==> src/hw/vbs_pkg.sv <==
// constants shared by the vme buffer sequencer and its direction leaf
package vbs_pkg;
    localparam int  ADDR_STRAP_W      = 31;          // address pins 31 down to 1
    localparam int  DATA_STRAP_W      = 5;           // data pins 31 down to 27
    localparam int  DATA_STRAP_LSB    = 27;
    localparam int  DIR_CTL_CNT       = 6;           // direction controls other than address strobe
    localparam int  CLK_MHZ           = 125;
    localparam int  CORE_TICK_PS      = 15625;       // one 64 MHz period
    localparam int  CLK_PERIOD_PS     = 1000000 / CLK_MHZ;
    localparam int  TRISTATE_LEAD_CYC = (CORE_TICK_PS + CLK_PERIOD_PS - 1) / CLK_PERIOD_PS;
    localparam int  OE_HOLD_TICKS     = 8;           // core periods after system reset
    localparam int  OE_HOLD_CYC       = (OE_HOLD_TICKS * CORE_TICK_PS + CLK_PERIOD_PS - 1) / CLK_PERIOD_PS;
    localparam logic [7:0] OE_HOLD_LOAD = 8'(OE_HOLD_CYC);
    localparam logic [3:0] LEAD_LOAD    = 4'(TRISTATE_LEAD_CYC);
    localparam logic [30:0] ADDR_STRAP_RST = 31'h0000_0000;
    localparam logic [4:0]  DATA_STRAP_RST = 5'h00;
    localparam logic [2:0]  SYNC_RST       = 3'h0;
endpackage

==> src/hw/vbs_dir_leg.sv <==
// one direction-control leg: turns outward at once, inward only after the pad tri-state lead
`timescale 1ns/1ns
module vbs_dir_leg
    import vbs_pkg::*;
(
    input  wire logic clock_in,
    input  wire logic rst_b_in,
    input  wire logic want_out_in,
    output logic      pad_drive_out,
    output logic      dir_out
);
    logic [3:0] lead_r;

    // pads drop first, direction follows after the lead has run out
    always_ff @(posedge clock_in or negedge rst_b_in)
    begin
        if (!rst_b_in)
        begin
            pad_drive_out <= 1'b0;
            dir_out       <= 1'b0;
            lead_r        <= 4'h0;
        end
        else if (want_out_in)
        begin
            dir_out       <= 1'b1;
            pad_drive_out <= dir_out;                // pads only once buffers face out
            lead_r        <= LEAD_LOAD;
        end
        else
        begin
            pad_drive_out <= 1'b0;
            if (lead_r != 4'h0)
                lead_r <= lead_r - 4'h1;
            else
                dir_out <= 1'b0;
        end
    end
endmodule

==> src/hw/vbs_top.sv <==
// vme buffer sequencer: transceiver direction and enable control plus power-up strap capture
`timescale 1ns/1ns
// How it works
// - direction controls high while driving the bus, low while the bus drives us
// - address strobe direction is its own output, released independently
// - address and data pads go high impedance one 64 MHz period before their direction turns inward; control pads share one enable across all control groups
// - straps come from address pins 31..1 and data pins 31..27
// - undriven strap pins read low through internal pull-downs
// - address and data pins are never driven during any reset
// - transceiver enable stays negated during and some periods after system reset
// - straps latch at power-on reset rising edge with transceivers off
module vbs_top
    import vbs_pkg::*;
(
    input  wire logic                      clock_in,
    input  wire logic                      rst_b_in,
    input  wire logic                      power_on_reset_n_in,
    input  wire logic                      sys_reset_n_in,
    input  wire logic                      drive_addr_in,
    input  wire logic                      drive_addr_modifier_in,
    input  wire logic                      drive_addr_strobe_in,
    input  wire logic                      drive_data_in,
    input  wire logic                      drive_data_strobe_in,
    input  wire logic                      drive_slave_resp_in,
    input  wire logic                      drive_syscon_in,
    input  wire logic [ADDR_STRAP_W-1:0]   vme_addr_pins_in,
    input  wire logic [DATA_STRAP_W-1:0]   vme_data_pins_in,
    output logic                           addr_dir_ctl_out,
    output logic                           addr_modifier_dir_ctl_out,
    output logic                           addr_strobe_dir_ctl_out,
    output logic                           data_dir_ctl_out,
    output logic                           data_strobe_dir_ctl_out,
    output logic                           slave_resp_dir_ctl_out,
    output logic                           syscon_dir_ctl_out,
    output logic                           addr_pins_oe_out,
    output logic                           data_pins_oe_out,
    output logic                           ctl_pins_oe_out,
    output logic                           xcvr_out_enable_n_out,
    output logic [ADDR_STRAP_W-1:0]        addr_strap_out,
    output logic [DATA_STRAP_W-1:0]        data_strap_out,
    output logic                           strap_valid_out
);
    logic       rst_sync1_r;
    logic       rst_sync2_r;
    logic [2:0] por_sync_r;
    logic [2:0] sys_sync_r;
    logic       por_n_r;
    logic       sys_n_r;
    logic [7:0] oe_hold_r;
    logic       in_reset;
    logic [DIR_CTL_CNT-1:0] want_out;
    logic [DIR_CTL_CNT-1:0] pad_drv;
    logic [DIR_CTL_CNT-1:0] dir_q;
    logic       as_pad;
    logic       as_dir;
    logic [ADDR_STRAP_W-1:0] addr_pin_s1_r;
    logic [ADDR_STRAP_W-1:0] addr_pin_s2_r;
    logic [ADDR_STRAP_W-1:0] addr_pin_s3_r;
    logic [ADDR_STRAP_W-1:0] addr_pin_r;
    logic [DATA_STRAP_W-1:0] data_pin_s1_r;
    logic [DATA_STRAP_W-1:0] data_pin_s2_r;
    logic [DATA_STRAP_W-1:0] data_pin_s3_r;
    logic [DATA_STRAP_W-1:0] data_pin_r;

    // local reset released through two flip-flops
    always_ff @(posedge clock_in or negedge rst_b_in)
    begin
        if (!rst_b_in)
        begin
            rst_sync1_r <= 1'b0;
            rst_sync2_r <= 1'b0;
        end
        else
        begin
            rst_sync1_r <= 1'b1;
            rst_sync2_r <= rst_sync1_r;
        end
    end

    // reset pins are asynchronous: three stages, a change counts when the last two agree
    always_ff @(posedge clock_in or negedge rst_sync2_r)
    begin
        if (!rst_sync2_r)
        begin
            por_sync_r <= SYNC_RST;
            sys_sync_r <= SYNC_RST;
            por_n_r    <= 1'b0;
            sys_n_r    <= 1'b0;
        end
        else
        begin
            por_sync_r <= {por_sync_r[1:0], power_on_reset_n_in};
            sys_sync_r <= {sys_sync_r[1:0], sys_reset_n_in};
            if (por_sync_r[2] == por_sync_r[1])
                por_n_r <= por_sync_r[2];
            if (sys_sync_r[2] == sys_sync_r[1])
                sys_n_r <= sys_sync_r[2];
        end
    end

    // any reset event counts; pins stay released throughout
    assign in_reset = !por_n_r || !sys_n_r;

    // strap pins sit outside the clock domain: three stages per bit, and a bit only moves
    // once the last two stages agree, so a pin that is still settling never gets latched
    always_ff @(posedge clock_in or negedge rst_sync2_r)
    begin
        if (!rst_sync2_r)
        begin
            addr_pin_s1_r <= ADDR_STRAP_RST;
            addr_pin_s2_r <= ADDR_STRAP_RST;
            addr_pin_s3_r <= ADDR_STRAP_RST;
            addr_pin_r    <= ADDR_STRAP_RST;
            data_pin_s1_r <= DATA_STRAP_RST;
            data_pin_s2_r <= DATA_STRAP_RST;
            data_pin_s3_r <= DATA_STRAP_RST;
            data_pin_r    <= DATA_STRAP_RST;
        end
        else
        begin
            addr_pin_s1_r <= vme_addr_pins_in;
            addr_pin_s2_r <= addr_pin_s1_r;
            addr_pin_s3_r <= addr_pin_s2_r;
            addr_pin_r    <= (addr_pin_s3_r & ~(addr_pin_s2_r ^ addr_pin_s3_r))
                             | (addr_pin_r & (addr_pin_s2_r ^ addr_pin_s3_r));
            data_pin_s1_r <= vme_data_pins_in;
            data_pin_s2_r <= data_pin_s1_r;
            data_pin_s3_r <= data_pin_s2_r;
            data_pin_r    <= (data_pin_s3_r & ~(data_pin_s2_r ^ data_pin_s3_r))
                             | (data_pin_r & (data_pin_s2_r ^ data_pin_s3_r));
        end
    end

    // strap capture at the filtered power-on rising edge; transceivers are still held off then
    always_ff @(posedge clock_in or negedge rst_sync2_r)
    begin
        if (!rst_sync2_r)
        begin
            addr_strap_out  <= ADDR_STRAP_RST;
            data_strap_out  <= DATA_STRAP_RST;
            strap_valid_out <= 1'b0;
        end
        else if (!por_n_r && por_sync_r[2] && por_sync_r[1])
        begin
            addr_strap_out  <= addr_pin_r;           // pull-downs give zeros when open
            data_strap_out  <= data_pin_r;
            strap_valid_out <= 1'b1;
        end
    end

    // enable stays negated through reset and a hold afterwards, so straps can be removed first
    always_ff @(posedge clock_in or negedge rst_sync2_r)
    begin
        if (!rst_sync2_r)
        begin
            oe_hold_r             <= OE_HOLD_LOAD;
            xcvr_out_enable_n_out <= 1'b1;
        end
        else if (in_reset)
        begin
            oe_hold_r             <= OE_HOLD_LOAD;
            xcvr_out_enable_n_out <= 1'b1;
        end
        else if (oe_hold_r != 8'h00)
        begin
            oe_hold_r             <= oe_hold_r - 8'h01;
            xcvr_out_enable_n_out <= 1'b1;
        end
        else
            xcvr_out_enable_n_out <= 1'b0;
    end

    // requests are masked during reset so no direction turns outward
    assign want_out = {drive_syscon_in, drive_slave_resp_in, drive_data_strobe_in,
                       drive_data_in, drive_addr_modifier_in, drive_addr_in} & {DIR_CTL_CNT{!in_reset}};

    // one leg for each grouped direction control
    genvar gi;
    generate
        for (gi = 0; gi < DIR_CTL_CNT; gi++)
        begin : g_leg
            vbs_dir_leg u_leg (
                .clock_in      (clock_in),
                .rst_b_in      (rst_sync2_r),
                .want_out_in   (want_out[gi]),
                .pad_drive_out (pad_drv[gi]),
                .dir_out       (dir_q[gi])
            );
        end
    endgenerate

    // address strobe leg runs alone so early bus release does not wait on the rest
    vbs_dir_leg u_as_leg (
        .clock_in      (clock_in),
        .rst_b_in      (rst_sync2_r),
        .want_out_in   (drive_addr_strobe_in && !in_reset),
        .pad_drive_out (as_pad),
        .dir_out       (as_dir)
    );

    // registered copies so every output leaves from a flip-flop
    always_ff @(posedge clock_in or negedge rst_sync2_r)
    begin
        if (!rst_sync2_r)
        begin
            addr_dir_ctl_out          <= 1'b0;
            addr_modifier_dir_ctl_out <= 1'b0;
            addr_strobe_dir_ctl_out   <= 1'b0;
            data_dir_ctl_out          <= 1'b0;
            data_strobe_dir_ctl_out   <= 1'b0;
            slave_resp_dir_ctl_out    <= 1'b0;
            syscon_dir_ctl_out        <= 1'b0;
            addr_pins_oe_out          <= 1'b0;
            data_pins_oe_out          <= 1'b0;
            ctl_pins_oe_out           <= 1'b0;
        end
        else
        begin
            addr_dir_ctl_out          <= dir_q[0];
            addr_modifier_dir_ctl_out <= dir_q[1];
            data_dir_ctl_out          <= dir_q[2];
            data_strobe_dir_ctl_out   <= dir_q[3];
            slave_resp_dir_ctl_out    <= dir_q[4];
            syscon_dir_ctl_out        <= dir_q[5];
            addr_strobe_dir_ctl_out   <= as_dir;
            addr_pins_oe_out          <= pad_drv[0] && !in_reset;
            data_pins_oe_out          <= pad_drv[2] && !in_reset;
            ctl_pins_oe_out           <= (as_pad || pad_drv[1] || pad_drv[3] || pad_drv[4] || pad_drv[5])
                                         && !in_reset;
        end
    end
endmodule

==> config.mk <==
export PLATFORM = sky130hd
export DESIGN_NAME = vbs_top
export DESIGN_NICKNAME = d
export VERILOG_FILES = /design/src/hw/vbs_pkg.sv /design/src/hw/vbs_dir_leg.sv /design/src/hw/vbs_top.sv
export SDC_FILE = /design/constraint.sdc
export NUM_CORES = 1
export LEC_CHECK = 0
export BUFFER_PORTS_ARGS = -buffer_cell sky130_fd_sc_hd__buf_2
export CAP_MARGIN = 20
export CORE_MARGIN = 3
export CORE_UTILIZATION = 35
export CTS_CLUSTER_SIZE = 20
export DETAILED_ROUTE_END_ITERATION = 10
export PLACE_DENSITY = 0.51
export SETUP_SLACK_MARGIN = 0.05
export SLEW_MARGIN = 20
export SYNTH_ARGS = -nofsm -noshare
export SYNTH_HDL_FRONTEND = slang
export SYNTH_SLANG_ARGS = --single-unit
==> constraint.sdc <==
create_clock -name clock_in -period 6.9 [get_ports clock_in]
set_input_delay 1.38 -clock clock_in [delete_from_list [all_inputs] [get_ports clock_in]]
set_output_delay 1.38 -clock clock_in [all_outputs]
set_load 0.005 [all_outputs]
==> reports/results.tsv <==
stage	metric	value	unit
clock_network	clk slew on worst S/H paths	0.06	ns
final_layout	Net count, final	697	
route	drt drc	0	
route	Vias/cell	4.39	
final_layout	final core utilization	43.3	%
sta	RSZ-0062 raised after global routing	no	
hold_path	Hold Startpoint	addr_pin_s1_r[19]	
synth	ys async rst share	100	%
clock_network	htree depth	1	
worst_setup_path	CP max FO	1	
outcome	status	finished clean	
placed_design	Placement Setup Slack	4.70	ns
grt	vias in the first global route	4776	
final_layout	area grow syn2layout	20.7	%
grt	Total Routing Usage GR	10.9	%
die	I/O pins	95	
hold_path	HP Class	reg2reg	
sta	Setup Viol. Count Final	0	
clock_network	Post-CTS Hold Fix Bufs	0	
synth	Synth Instances	515	
die	die width	162	µm
power_and_ir_drop	Peak VDD IR	0.195	mV
power_and_ir_drop	Net Sw Power	1020	µW
synth	mean post-synth cell area	16.4	µm²
die	Die H	162	µm
power_and_ir_drop	Cell Pwr Density	390	nW/µm²
grt	global route overflow	0	
final_layout	number of diodes	0	
sta	clk_skew	0.00724	ns
grt	largest net degree at the start of global routing	81	
sta	worst slew pin tran	0.977	ns
synth	ys flop type	dfrtp_1	
sta	Tcrit/Tclk final	36.3	%
final_layout	non-filler cells, final	974	
clock_network	Clock Latency Late Sink	0.52	ns
route	DR vias	4277	
sta	Fmax	399	MHz
worst_setup_path	worst path required time	5.52	ns
worst_setup_path	worst reg2reg path startpoint	rst_sync2_r	
sta	Final Hold Vio Count	0	
power_and_ir_drop	clock share of power	35.9	%
worst_setup_path	Crit-path slowest cell	dfstp_2	
sta	fin crit period	2.51	ns
die	Starting Density	35.9	%
synth	Mapped Nets	578	
worst_setup_path	Worst Path Arrival	1.13	ns
sta	Worst slew margin	34.9	%
placed_design	GPL Wtd Cong	0.710	
worst_setup_path	CP Class	reg2out	
placed_design	Post-Place Cells	924	
power_and_ir_drop	Comb power frac	16.9	%
route	1st-iter DRT viols	234	
sta	Final Max Slew Viols	0	
power_and_ir_drop	Int Pwr	2970	µW
synth	Seq cells post-synth	252	
worst_setup_path	CP Capture Type	output pin	
placed_design	DP HPWL	8.74	mm
clock_network	Resized Gates After CTS	0	
die	Row Count	56	
clock_network	Post-CTS Repair Setup Buffers	0	
worst_setup_path	CP delay by family, top	flip-flops	
grt	first-pass GRT wire length	23.7	mm
clock_network	CTS tree	yes	
synth	post-synthesis sequential area ratio	74.5	%
route	Final ANT Viol Nets	0	
synth	Post-Synthesis Cell Area	8470	µm²
flow_run	max cap viols	0	
power_and_ir_drop	Seq pwr share	47.2	%
route	final WL	13.7	mm
worst_setup_path	critical-path cell list	buf_2	
worst_setup_path	CP Buf/Inv Count	1	
die	core box area	23600	µm²
power_and_ir_drop	leakage power	0.00473	µW
final_layout	fillers	2152	
die	die outline area	26100	µm²
clock_network	clock buffer depth	3	
clock_network	Num CTS Buffers	27	
synth	Netlist cell types	35	
sta	worst hold slack	0.346	ns
route	drt pass-1 iters	4	
clock_network	CTS Sinks	252	
synth	Ys Warns	0	
worst_setup_path	Critical path origin	xcvr_out_enable_n_out	
synth	number of synthesized flops with an enable pin	0	
worst_setup_path	CP Launch Type	flop	
power_and_ir_drop	Sw Ratio	25.5	%
grt	antenna violations before repair	0	
sta	final worst slack	4.39	ns
route	WL/cell	14.1	µm
placed_design	Port Buffer Count	94	
clock_network	Root Buffer	clkbuf_16	
sta	post-route setup TNS	0	ns
final_layout	layout cells sized above 1	29.5	%
worst_setup_path	Worst path max stage delay	0.51	ns
==> layer usage <==
metal | GRT usage (%) | vias to the layer above | share of wire [%]
met5 | 0 | - | 0
met4 | 3.60 | 0 | 3.0
met3 | 2.72 | 32 | 5.0
met2 | 17.2 | 83 | 46
met1 | 14.7 | 2166 | 46
li1 | - | 1996 | -
==> synth_stat cells, types with 3 or more instances <==
library cell | count | share of area [%]
nand2b_1 | 3 | 0.22
a211oi_1 | 7 | 0.62
buf_6 | 4 | 0.53
o211ai_1 | 3 | 0.27
a21oi_1 | 19 | 1.1
xnor2_1 | 14 | 1.4
buf_2 | 4 | 0.24
nor3b_1 | 6 | 0.53
nand2_1 | 17 | 0.75
mux2_2 | 11 | 1.5
mux2_4 | 29 | 5.1
nor2_1 | 17 | 0.75
maj3_1 | 38 | 4.5
o21ai_0 | 7 | 0.41
inv_1 | 23 | 1.0
nor3_1 | 11 | 0.65
mux2i_1 | 8 | 0.95
nor3b_2 | 3 | 0.44
ha_1 | 16 | 2.4
dfrtp_1 | 250 | 74
nand3_1 | 4 | 0.24
==> kinds of logic after synthesis <==
group                    count (synthesis)  share of synthesized area [%]
buffers and inverters                   31                           1.79
adder cells (fa/ha/maj)                 54                           6.86
other                                    1                         0.0443
AND/OR/NAND/NOR                         73                           4.77
multiplexers                            48                           7.55
XOR/XNOR                                14                           1.45
AO/OA/AOI/OAI                           42                           3.02
flip-flops                             252                           74.5
==> cells in the final DEF, fill, tap and decap left out, types with 14 or more instances in the layout <==
master and count:
a21oi_1 19, buf_2 94, clkbuf_16 27, dfrtp_1 249, ha_1 16, inv_1 23, maj3_1 38, mux2_4 29
nand2_1 17, nor2_1 17, xnor2_1 14
==> power groups by stage <==
stage	registers, µW	logic [µW]	clock network [µW]
final	1880	672	1430
after global routing	1910	761	1560
after CTS	1890	688	1490
after detailed placement	1910	681	0
after global placement	1900	639	0
after floorplan	1890	470	0
==> layout make-up <==
cell class / instances / area (µm²) / share of cell area, %
well taps: 319 / 399 / 3.91
flip-flops and latches: 252 / 6310 / 61.8
repair buffers: 98 / 500 / 4.90
clock inverters: 9 / 101 / 0.992
multi-input cells: 232 / 2010 / 19.6
clock buffers: 41 / 808 / 7.91
inverters: 23 / 86.3 / 0.845
==> per-stage QoR <==
stage | total power, µW | area [µm²]
2_1_floorplan | 2360 | 8470
3_3_place_gp | 2530 | 9300
3_5_place_dp | 2590 | 9310
4_1_cts | 4060 | 10200
5_1_grt | 4230 | 10200
6_report | 3980 | 10200
==> final timing paths <==
path / end / slack (ns) / cells after the start
worst max-delay path: xcvr_out_enable_n_out / 4.39 / 1
worst min register to register: addr_pin_s2_r[19] / 0.35 / 0
min in group asynchronous: addr_pin_s1_r[18] / 0.48 / 0
worst min-delay path: addr_pin_s2_r[19] / 0.35 / 0
max in group asynchronous: g_leg[4].u_leg.lead_r[1] / 4.84 / 1
worst max register to register: g_leg[4].u_leg.lead_r[1] / 4.84 / 1
No activity file was read; power rests on OpenSTA's default activity.
